**src/include/ftr_defines.vh**
```
`ifndef FTR_DEFINES_VH
`define FTR_DEFINES_VH

// clock rate and timing
`define FTR_CLK_HZ          10000000
`define FTR_OVP_HOLD_S      60
`define FTR_OVP_HOLD_CYC    (`FTR_OVP_HOLD_S * `FTR_CLK_HZ)
`define FTR_PWR_LOSS_MS     15
`define FTR_PWR_LOSS_CYC    ((`FTR_PWR_LOSS_MS * `FTR_CLK_HZ) / 1000 + 1)

// over-current trip level, percent of rated current
`define FTR_OC_PCT          150

// status-at-trip digit
`define FTR_ST_RESET        4'h0
`define FTR_ST_STOP         4'h1
`define FTR_ST_DECEL        4'h2
`define FTR_ST_CONST        4'h3
`define FTR_ST_ACCEL        4'h4
`define FTR_ST_ZERO_REF     4'h5
`define FTR_ST_START        4'h6
`define FTR_ST_DC_BRAKE     4'h7
`define FTR_ST_OL_LIMIT     4'h8

// error codes (decimal number of the code)
`define FTR_E_NONE          8'h00
`define FTR_E_OC_CONST      8'h01
`define FTR_E_OC_DECEL      8'h02
`define FTR_E_OC_ACCEL      8'h03
`define FTR_E_OC_OTHER      8'h04
`define FTR_E_OVERLOAD      8'h05
`define FTR_E_OVER_VOLT     8'h07
`define FTR_E_NVM           8'h08
`define FTR_E_UNDER_VOLT    8'h09
`define FTR_E_EXT_TRIP      8'h0C
`define FTR_E_START_GUARD   8'h0D
`define FTR_E_GROUND        8'h0E
`define FTR_E_IN_OVP        8'h0F
`define FTR_E_PWR_LOSS      8'h10
`define FTR_E_THERMAL       8'h15
`define FTR_E_PHASE         8'h18
`define FTR_E_IGBT          8'h1E
`define FTR_E_CARD1         8'h3C
`define FTR_E_CARD2         8'h46

// initialization mode value that clears the history
`define FTR_INIT_CLR_HIST   2'h0

`endif

```
**src/design/ftr_trip_recorder.v**
```verilog
`timescale 1ns/1ps
`include "ftr_defines.vh"
module ftr_trip_recorder #(
   parameter        OVP_HOLD_CYC  = `FTR_OVP_HOLD_CYC,
   parameter        PWR_LOSS_CYC  = `FTR_PWR_LOSS_CYC,
   parameter        CUR_W         = 16,
   parameter        HIST_DEPTH    = 6
) (
   input  wire             clk,
   input  wire             rstn,
   input  wire [CUR_W-1:0] output_current,
   input  wire [CUR_W-1:0] rated_current,
   input  wire [3:0]       drive_state,
   input  wire             thermal_overload,
   input  wire             dc_over_volt,
   input  wire             nvm_fault,
   input  wire             dc_under_volt,
   input  wire             external_trip_input,
   input  wire             unattended_start_guard,
   input  wire             run_cmd,
   input  wire             ground_fault,
   input  wire             powerup_test,
   input  wire             input_over_volt,
   input  wire             input_power_ok,
   input  wire [15:0]      power_fail_allow_time,
   input  wire [1:0]       auto_restart_select,
   input  wire             module_over_temp,
   input  wire [2:0]       phase_ok,
   input  wire             igbt_over_current,
   input  wire             brownout,
   input  wire             restart_failed,
   input  wire             card1_fault,
   input  wire             card2_fault,
   input  wire             stop_reset_key,
   input  wire [1:0]       init_mode,
   input  wire             init_mode_write,
   input  wire [2:0]       hist_sel,
   output wire             output_enable,
   output reg              tripped_q,
   output reg  [7:0]       disp_code_q,
   output reg              disp_dot_q,
   output reg  [3:0]       disp_status_q,
   output reg              restart_pending_q,
   output reg              run_refused_q,
   output wire [11:0]      latest_fault_monitor
);
   localparam S_NORMAL  = 3'h1;
   localparam S_SHUTOFF = 3'h2;
   localparam S_TRIP    = 3'h4;

   reg  [2:0]  state_q;
   reg  [2:0]  state_d;
   reg         boot_q;
   reg         guard_q;
   reg  [7:0]  code_d;
   reg         fault_d;
   reg         push_d;
   wire        ovp_armed;
   wire        pwr_lost;
   wire        oc_hit;
   wire [CUR_W+7:0] cur_x100;
   wire [CUR_W+7:0] lim_x150;
   reg  [31:0] unit_cnt_q;
   reg  [15:0] out_units_q;
   reg         long_fail_q;
   wire        unit_end;

   // over-current threshold compare
   assign cur_x100 = {8'h00, output_current} * {{CUR_W{1'b0}}, 8'h64};
   assign lim_x150 = {8'h00, rated_current} * {{CUR_W{1'b0}}, 8'h96};
   assign oc_hit   = (cur_x100 >= lim_x150);

   // codes that carry the status digit
   function has_status;
      input [7:0] c;
      begin
         has_status = (c != `FTR_E_NONE) && (c <= `FTR_E_OVERLOAD);
      end
   endfunction

   // over-current code from motion state
   function [7:0] oc_code;
      input [3:0] st;
      begin
         case (st)
            `FTR_ST_CONST: oc_code = `FTR_E_OC_CONST;
            `FTR_ST_DECEL: oc_code = `FTR_E_OC_DECEL;
            `FTR_ST_ACCEL: oc_code = `FTR_E_OC_ACCEL;
            default:       oc_code = `FTR_E_OC_OTHER;
         endcase
      end
   endfunction

   ftr_timer #(
      .WIDTH (32)
   ) u_ovp_hold (
      .clk    (clk),
      .rstn   (rstn),
      .run    (1'b1),
      .limit  (OVP_HOLD_CYC),
      .done_q (ovp_armed)
   );

   ftr_timer #(
      .WIDTH (32)
   ) u_pwr_loss (
      .clk    (clk),
      .rstn   (rstn),
      .run    (~input_power_ok),
      .limit  (PWR_LOSS_CYC),
      .done_q (pwr_lost)
   );

   // first cycle after reset release: power-up checks
   always @(posedge clk) begin
      if (!rstn) begin
         boot_q  <= 1'b1;
         guard_q <= 1'b0;
      end else begin
         boot_q  <= 1'b0;
         if (boot_q) begin
            guard_q <= unattended_start_guard & run_cmd;
         end else if (state_q == S_TRIP && stop_reset_key) begin
            guard_q <= 1'b0;
         end
      end
   end

   // outage length in allowance units; one unit is one loss-detection window
   assign unit_end = (unit_cnt_q >= PWR_LOSS_CYC - 1);

   always @(posedge clk) begin
      if (!rstn || input_power_ok) begin
         unit_cnt_q  <= 32'h0;
         out_units_q <= 16'h0000;
      end else if (unit_end) begin
         unit_cnt_q <= 32'h0;
         if (out_units_q != 16'hFFFF) begin
            out_units_q <= out_units_q + 16'h0001;
         end
      end else begin
         unit_cnt_q <= unit_cnt_q + 32'h1;
      end
   end

   // outage beyond the allowance is a power failure, kept until power is back with run off
   always @(posedge clk) begin
      if (!rstn) begin
         long_fail_q <= 1'b0;
      end else if (!input_power_ok && out_units_q > power_fail_allow_time) begin
         long_fail_q <= 1'b1;
      end else if (input_power_ok && !run_cmd) begin
         long_fail_q <= 1'b0;
      end
   end

   // fault priority: power stage first
   always @* begin
      fault_d = 1'b1;
      code_d  = `FTR_E_NONE;
      if (igbt_over_current) begin
         code_d = `FTR_E_IGBT;
      end else if (oc_hit) begin
         code_d = oc_code(drive_state);
      end else if (ground_fault && powerup_test) begin
         code_d = `FTR_E_GROUND;
      end else if (module_over_temp) begin
         code_d = `FTR_E_THERMAL;
      end else if (dc_over_volt) begin
         code_d = `FTR_E_OVER_VOLT;
      end else if (thermal_overload) begin
         code_d = `FTR_E_OVERLOAD;
      end else if (nvm_fault) begin
         code_d = `FTR_E_NVM;
      end else if (dc_under_volt) begin
         code_d = `FTR_E_UNDER_VOLT;
      end else if (pwr_lost) begin
         code_d = `FTR_E_PWR_LOSS;
      end else if (phase_ok != 3'h7) begin
         code_d = `FTR_E_PHASE;
      end else if (ovp_armed && input_over_volt) begin
         code_d = `FTR_E_IN_OVP;
      end else if (external_trip_input) begin
         code_d = `FTR_E_EXT_TRIP;
      end else if (guard_q && state_q == S_NORMAL) begin
         code_d = `FTR_E_START_GUARD;
      end else if (card1_fault) begin
         code_d = `FTR_E_CARD1;
      end else if (card2_fault) begin
         code_d = `FTR_E_CARD2;
      end else if (state_q == S_SHUTOFF && restart_failed) begin
         code_d = `FTR_E_UNDER_VOLT;
      end else begin
         fault_d = 1'b0;
      end
   end

   // state machine
   always @* begin
      state_d = state_q;
      push_d  = 1'b0;
      case (state_q)
         S_NORMAL: begin
            if (fault_d) begin
               state_d = S_TRIP;
               push_d  = 1'b1;
            end else if (brownout) begin
               state_d = S_SHUTOFF;
            end
         end
         S_SHUTOFF: begin
            if (fault_d) begin
               state_d = S_TRIP;
               push_d  = 1'b1;
            end else if (!brownout) begin
               state_d = S_NORMAL;
            end
         end
         S_TRIP: begin
            if (stop_reset_key) begin
               state_d = S_NORMAL;
            end
         end
         default: begin
            state_d = S_NORMAL;
         end
      endcase
   end

   always @(posedge clk) begin
      if (!rstn) begin
         state_q           <= S_NORMAL;
         tripped_q         <= 1'b0;
         disp_code_q       <= `FTR_E_NONE;
         disp_dot_q        <= 1'b0;
         disp_status_q     <= `FTR_ST_RESET;
         restart_pending_q <= 1'b0;
         run_refused_q     <= 1'b0;
      end else begin
         state_q       <= state_d;
         tripped_q     <= (state_d == S_TRIP);
         run_refused_q <= guard_q;
         if (push_d) begin
            disp_code_q   <= code_d;
            disp_dot_q    <= has_status(code_d);
            disp_status_q <= drive_state;
         end else if (state_q == S_TRIP && stop_reset_key) begin
            disp_code_q   <= `FTR_E_NONE;
            disp_dot_q    <= 1'b0;
            disp_status_q <= `FTR_ST_RESET;
         end
         // power back after a power failure: restart if run present and enabled
         if (input_power_ok) begin
            restart_pending_q <= long_fail_q && run_cmd && (auto_restart_select != 2'h0);
         end else begin
            restart_pending_q <= 1'b0;
         end
      end
   end

   // output off while tripped, in brownout shutoff, or in any fault
   assign output_enable = rstn && (state_q == S_NORMAL) && !fault_d && !brownout;

   ftr_hist_mem #(
      .WIDTH (12),
      .DEPTH (HIST_DEPTH)
   ) u_hist (
      .clk     (clk),
      .rstn    (rstn),
      .push    (push_d),
      .clear   (init_mode_write && init_mode == `FTR_INIT_CLR_HIST),
      .wdata   ({drive_state, code_d}),
      .rsel    (hist_sel),
      .rdata_q (latest_fault_monitor)
   );
endmodule // ftr_trip_recorder

```
**src/design/ftr_hist_mem.v**
```verilog
`timescale 1ns/1ps
// trip history shift register: slot 0 newest
module ftr_hist_mem #(
   parameter WIDTH = 12,
   parameter DEPTH = 6
) (
   input  wire                     clk,
   input  wire                     rstn,
   input  wire                     push,
   input  wire                     clear,
   input  wire [WIDTH-1:0]         wdata,
   input  wire [2:0]               rsel,
   output reg  [WIDTH-1:0]         rdata_q
);
   wire [WIDTH-1:0] slot_w [0:DEPTH-1];
   genvar i;

   // each slot owns its register; slot 0 takes the new entry, the rest the one before
   generate
      for (i = 0; i < DEPTH; i = i + 1) begin : g_slot
         reg  [WIDTH-1:0] q;
         wire [WIDTH-1:0] nxt;
         if (i == 0) begin : g_head
            assign nxt = wdata;
         end else begin : g_tail
            assign nxt = slot_w[i-1];
         end
         always @(posedge clk) begin
            if (!rstn || clear) begin
               q <= {WIDTH{1'b0}};
            end else if (push) begin
               q <= nxt;
            end
         end
         assign slot_w[i] = q;
      end
   endgenerate

   always @(posedge clk) begin
      if (!rstn) begin
         rdata_q <= {WIDTH{1'b0}};
      end else if (rsel < DEPTH) begin
         rdata_q <= slot_w[rsel];
      end else begin
         rdata_q <= {WIDTH{1'b0}};
      end
   end
endmodule // ftr_hist_mem

```
**src/design/ftr_timer.v**
```verilog
`timescale 1ns/1ps
// counts while run is high; done once count reaches limit
module ftr_timer #(
   parameter WIDTH = 32
) (
   input  wire             clk,
   input  wire             rstn,
   input  wire             run,
   input  wire [WIDTH-1:0] limit,
   output reg              done_q
);
   reg [WIDTH-1:0] cnt_q;

   always @(posedge clk) begin
      if (!rstn || !run) begin
         cnt_q  <= {WIDTH{1'b0}};
         done_q <= 1'b0;
      end else if (cnt_q >= limit) begin
         done_q <= 1'b1;
      end else begin
         cnt_q <= cnt_q + 1'b1;
      end
   end
endmodule // ftr_timer

```
**config.mk**
```make
export PLATFORM = sky130hd
export DESIGN_NAME = ftr_trip_recorder
export DESIGN_NICKNAME = d
export VERILOG_FILES = /design/src/design/ftr_trip_recorder.v /design/src/design/ftr_hist_mem.v /design/src/design/ftr_timer.v
export VERILOG_INCLUDE_DIRS = /design/src /design/src/include
export SDC_FILE = /design/constraint.sdc
export NUM_CORES = 1
export LEC_CHECK = 0
export BUFFER_PORTS_ARGS = -buffer_cell sky130_fd_sc_hd__buf_4
export CORE_MARGIN = 5
export CORE_UTILIZATION = 50
export CTS_CLUSTER_SIZE = 20
export DETAILED_ROUTE_END_ITERATION = 7
export HOLD_SLACK_MARGIN = 0.12
export PLACE_DENSITY = 0.74
export REMOVE_ABC_BUFFERS = 1
export SLEW_MARGIN = 10
export SYNTH_ARGS = -nofsm -noshare
export SYNTH_HDL_FRONTEND = slang
export SYNTH_SLANG_ARGS = --single-unit
```
**constraint.sdc**
```tcl
create_clock -name clk -period 8.6 [get_ports clk]
set_input_delay 1.72 -clock clk [delete_from_list [all_inputs] [get_ports clk]]
set_output_delay 1.72 -clock clk [all_outputs]
set_load 0.1 [all_outputs]
```
# Yosys cells after proc, flatten, opt, wreduce, memory -nomap -nowiden
# Cells that the tools add are included.
[totals] ff_bits=220 inputBits=83 out_inout_bits=29 word_cells=134
[op_classes] n_eq_ne=9 n_mux=54 bitwise_logic=2 n_reduce_logical=32 order_cmp=8 n_mul=2 n_addsub=4
[op_table] op="$add A32 B1 Y32 const B" n=3
[op_table] op="$mux W7" n=13
[op_table] op="$ge A32 B18 Y1 const B" n=2
[op_table] op="$bmux W12 S3" n=1
[op_table] op="$ge A32 B30 Y1 const B" n=1
[op_table] op="$mux W8" n=4
[op_table] op="$ge A23 B24 Y1" n=1
[op_table] op="$mux W1" n=24
[op_table] op="$mux W12" n=2
[op_table] op="$mul A16 B7 Y23 const B" n=1
[op_table] op="$mul A16 B5 Y21 const B" n=1
[op_table] op="$pmux W3 S3" n=2
[op_table] op="$add A16 B1 Y16 const B" n=1
[op_table] op="$gt A16 B16 Y1" n=1
[op_table] op="$ne A16 B16 Y1 const B" n=1
[op_table] op="$mux W3" n=5
[op_table] op="$logic_and A1 B1 Y1" n=14
[op_table] op="$mux W4" n=3
[op_table] op="$eq A4 B2 Y1 const B" n=2
[op_table] op="$le A8 B3 Y1 const B" n=1
[op_table] op="$reduce_bool A2 Y1" n=4
[op_table] op="$reduce_bool A8 Y1" n=1
[op_table] op="$eq A3 B3 Y1 const B" n=2
[op_table] op="$reduce_and A2 Y1" n=3
[op_table] op="12 further kinds" n=18

# Logic depth before layout (Yosys ltp)
[depth] word_depth=21 depth_mapped=25 mapped_depth_nobuf=23

# Hierarchy
# A second synthesis with hierarchy kept.
[unflattened] hier_cells=1796 area_unflattened_um2=15946.5
[by_module_without_submodules] module="ftr_trip_recorder" seq_area_each_um2=1381.3 area_per_inst_um2=7348.3 cells_each=843 n_inst=1
[by_module_without_submodules] module="ftr_timer" seq_area_each_um2=660.6 area_per_inst_um2=2570.0 cells_each=324 n_inst=2
[by_module_without_submodules] module="ftr_hist_mem" seq_area_each_um2=1681.6 area_per_inst_um2=3458.3 cells_each=305 n_inst=1

# Least setup slack after synthesis
# OpenSTA, ideal clock, no wires.
[synth_timing] kind="input to output" from="input rated_current[4]" to="output output_enable" t_required_ns=6.880 n_path_buf=0 arrival_ns=6.831 cell_stages=20 setup_slack_ns=0.049 path_cell_list="ha_1 > ha_1 > fa_1 > fa_1 > ha_1 > a21o_1 > nor3_1 > a21oi_1 > o211ai_1 > a21oi_1 > a31oi_1 > xor2_1 > ha_1 > a21o_1 > a21oi_1 > o31ai_1 > a22oi_1 > o21ai_2 > nor2_1 > and3_1"
[synth_via] elab_chain_cells=7
[synth_rtl] element="start, declared" line_no="ftr_trip_recorder.v:12" source="input wire [CUR_W-1:0] rated_current,"
[synth_rtl] element="$mul A16 B7 Y23" line_no="ftr_trip_recorder.v:70" source="assign lim_x150 = {8'h00, rated_current} * {{CUR_W{1'b0}}, 8'h96};"
[synth_rtl] element="$ge A23 B24 Y1" line_no="ftr_trip_recorder.v:71" source="assign oc_hit = (cur_x100 >= lim_x150);"
[synth_rtl] element="$mux W1" line_no="ftr_trip_recorder.v:163" source="end else if (oc_hit) begin"
[synth_rtl] element="$mux W1" line_no="ftr_trip_recorder.v:161" source="if (igbt_over_current) begin"
[synth_rtl] element="$logic_not A1 Y1" line_no="ftr_trip_recorder.v:262" source="assign output_enable = rstn && (state_q == S_NORMAL) && !fault_d && !brownout;"
[synth_rtl] element="$logic_and A1 B1 Y1 (2 in a row)" line_no="ftr_trip_recorder.v:262"
[synth_rtl] element="end, declared" line_no="ftr_trip_recorder.v:38" source="output wire output_enable,"
# Every way passes these cells.

# Worst setup path in the final report
[layout_timing] from="input rated_current[8]" to="output output_enable"
# Same word-level chain as after synthesis.

==> impl_metrics.tcl <==
set metrics [dict create \
    synth-main-ff-cell "dfxtp_1" \
    maxCapViolCount 0 \
    p_int_w 0.00213 \
    reg2reg_to "u_pwr_loss.cnt_q[16]" \
    min_path_cells 2 \
    num-fill-cells 2251 \
    wire_per_inst_um 14.7 \
    seqPwrFrac_pct 31.6 \
    worst_ep_required_time_ps 6880 \
    combPwrFrac_pct 39.8 \
    grt_overflow 0 \
    synth_edf_count 0 \
    crit_path_max_fanout 4 \
    yosysTopAreaCell "dfxtp_1" \
    post-route-period-util_pct 97.5 \
    end_kind "primary output" \
    cts_hold_buf 0 \
    clock_sinks 212 \
    synth.avg_cell_area_sq_um 9.03 \
    drive_above_1_share_pct 13.0 \
    synth_top_area_share_pct 32.0 \
    finish.utilization_pct 58.9 \
    numCtsBuffers 21 \
    synth_area_leaders "dfxtp_1 32%, ha_1 15%, mux2i_1 6.0%" \
    grt_usage_pct 18.6 \
    grt_max_degree 76 \
    ys_seq_area_share_pct 32.0 \
    viasPerCell 5.49 \
    cp_cell_sequence "buf_4 -> ha_1 -> ha_4 -> fa_1 -> fa_1 -> ha_4 -> and3_4 -> nand3_1 -> nor3_2 -> o21ai_1 -> nand2b_1 -> a21oi_2 -> xor2_1 -> ha_1 -> nand4b_1 -> o41ai_2 -> a21oi_1 -> o31ai_2 -> a22oi_2 -> o21ai_2 -> nor2_1 -> and3_4 -> buf_12" \
    cts_tree "yes" \
    stdcell_area_sq_mm 0.0153 \
    switchingPower_w 0.00113 \
    leakage_nw 6.78 \
    die_w_um 173 \
    cp-start-kind "input port" \
    finalHoldViolCount 0 \
    clk_latency_ps 490 \
    swShare_pct 34.8 \
    n_antenna_cell 0 \
    htreeDepth 1 \
    power.density_mw_per_mm2 213 \
    crit_family "adder cells" \
    synth_cells 1467 \
    clkPwrFrac_pct 28.5 \
    start_util_pct 50.8 \
    setup_viol 0 \
    arrival_ps 6660 \
    reg2regPathDepth 10 \
    vdd_drop_max_uv 227 \
    die_area_sq_mm 0.0298 \
    relSlewSlack_pct 26.8 \
    slew_violations 0 \
    synth.most_common_cell "dfxtp_1" \
    async_flop_share_pct 0 \
    dp.cells 1895 \
    gp_congestion 0.822 \
    crit_type "in2out" \
    synth_warnings 0 \
    clkTransAtPathRegs_ps 60 \
    holdCritPathClass "reg2reg" \
    coreArea_sq_mm 0.0261 \
    antenna_found_initial 0 \
    finalSetupTns_ps 0 \
    vias 10600 \
    totalWireLength_um 28500 \
    dp_hpwl_um 21400 \
    die_y_um 173 \
    cts_buffer_depth 3 \
    drc_errors 0 \
    clock.fmax_mhz 119 \
    status "finished, final reports clean" \
    drt_iter0_markers 585 \
    area_growth_pct 15.9 \
    cp_slowest_cell "fa_1" \
    final_nets 1861 \
    io_buffers 109 \
    crit_path_max_incr_delay_ps 500 \
    fin_cells 1933 \
    timing.rr.start "u_pwr_loss.cnt_q[1]" \
    first_pass_iters 5 \
    hold_end "u_hist.g_slot[5].q[9]" \
    grt_pass1_vias 10700 \
    postLayoutSetupSlackWorst_ps 219 \
    tightestPinTransition_ps 1090 \
    finClkSkew_ps 13.1 \
    holdCritStartpoint "u_hist.g_slot[5].q[9]" \
    ys_ff_latch 212 \
    min_period_ps 8380 \
    syn_area_sq_mm 0.0132 \
    row_count 59 \
    synth_common_cells "212 x dfxtp_1, 159 x ha_1, 150 x nor2_1" \
    place_area_sq_mm 0.0145 \
    ant_nets 0 \
    dp_slack_ps -140 \
    yosysUniqueCellTypes 69 \
    regToRegSetupSlack_ps 5690 \
    clock_tree.root_cell "clkbuf_16" \
    crit_buf_inv 2 \
    grt_pass1_wl_um 49300 \
    boundaryPins 112 \
]
## worst reg2reg max path: stages, from the launching register on
cell	delay, ps
dfxtp_1	360
inv_1	90
ha_1	170
or4b_1	480
a311o_1	380
a211o_1	290
a21oi_1	180
o21ai_2	270
nor3_1	330
xnor2_1	150
nor2_1	50
## worst max-delay path by stage
stage / from / to / slack (ps) / cells past startpoint
global route: rated_current[7] / output_enable / -30 / 23
CTS: rated_current[11] / output_enable / 20 / 23
detailed placement: rated_current[9] / output_enable / -140 / 22
global placement: rated_current[6] / output_enable / -80 / 22
finish: rated_current[8] / output_enable / 220 / 23
floorplan: rated_current[4] / output_enable / 50 / 20
## logic make-up (layout without fill, tap and decap cells)
kind of cell / Yosys count / in the layout / share of synthesized area, %
and+or+nand+nor: 512 / 512 / 18.5
DFF: 212 / 212 / 32.0
AOI/OAI and AO/OA: 201 / 201 / 10.1
adders and majority gates: 193 / 193 / 20.2
buffers and inverters: 160 / 276 / 4.85
xor gates and xnor gates: 98 / 98 / 6.48
muxes: 90 / 90 / 7.84
other: 1 / 16 / 0.0283
## routing by layer
| layer | part of all wire, % | up-vias | track usage (%) |
|---|---|---|---|
| li1 | - | 5355 | - |
| met4 | 1.5 | 0 | 3.83 |
| met1 | 45 | 5039 | 24.4 |
| met2 | 49 | 186 | 32.8 |
| met5 | 0 | - | 0 |
| met3 | 4.0 | 31 | 2.53 |
## through the flow
step	total power (W)	hold slack, ps
2_1_floorplan	0.00196	427
3_3_place_gp	0.00226	444
3_5_place_dp	0.00229	450
4_1_cts	0.00325	465
5_1_grt	0.00349	489
6_report	0.00326	463
## state kept, by name, summed over array words and instances (netlist names), 4 cells and up
signal and cells:
u_hist.rdata_q 11, u_pwr_loss.cnt_q 32, u_hist.g_slot.q 66, out_units_q 16, disp_status_q 4, unit_cnt_q 32, disp_code_q 7, u_ovp_hold.cnt_q 32
## layout make-up
type,instances,area [sq um],area share (%)
clock buffer,26,584,3.81
clock inverter,10,128,0.831
inverter,110,413,2.69
multi-input combinational,1110,8560,55.8
sequential,212,4240,27.7
tap,335,419,2.73
timing repair buffer,130,1000,6.52
## cell usage in the layout, fill, tap and decap left out, types with 5 or more instances in the layout
cell type,synthesis,routed
o21ai_0,26,24
o31ai_1,6,5
clkbuf_16,0,21
ha_4,0,5
buf_4,4,128
fa_1,34,33
nand4_1,27,27
nor3_1,33,31
dfxtp_1,212,212
o21bai_1,5,5
o21a_1,14,14
inv_1,110,110
nand3_1,47,47
a211o_1,6,6
nor2_1,150,149
xor2_1,27,27
ha_1,159,153
a21o_1,15,15
o211ai_1,6,6
a21oi_1,69,67
nor4_1,20,20
and3_1,32,30
a31oi_1,6,6
conb_1,1,16
and2_1,11,11
nand2_1,133,132
mux2i_1,79,79
mux4_2,11,11
xnor2_1,71,71
nor2b_1,8,8
a211oi_1,7,6
nand2b_1,11,11
or3_1,14,14
## repair_timing
item	4_1_cts	5_1_grt
pin swaps	0	28
resized for setup	4	21
endpoints found under the setup margin	1	1
buffers inserted	0	2
## power groups by stage
stage / combinational [W] / clock, W / sequential, W
final: 0.00130 / 0.000932 / 0.00103
after global routing: 0.00146 / 0.000993 / 0.00104
after CTS: 0.00126 / 0.000953 / 0.00103
after detailed placement: 0.00124 / 0 / 0.00105
after global placement: 0.00120 / 0 / 0.00105
after floorplan: 0.000842 / 0 / 0.00112
Note: power is estimated with default switching activity, not from simulation.
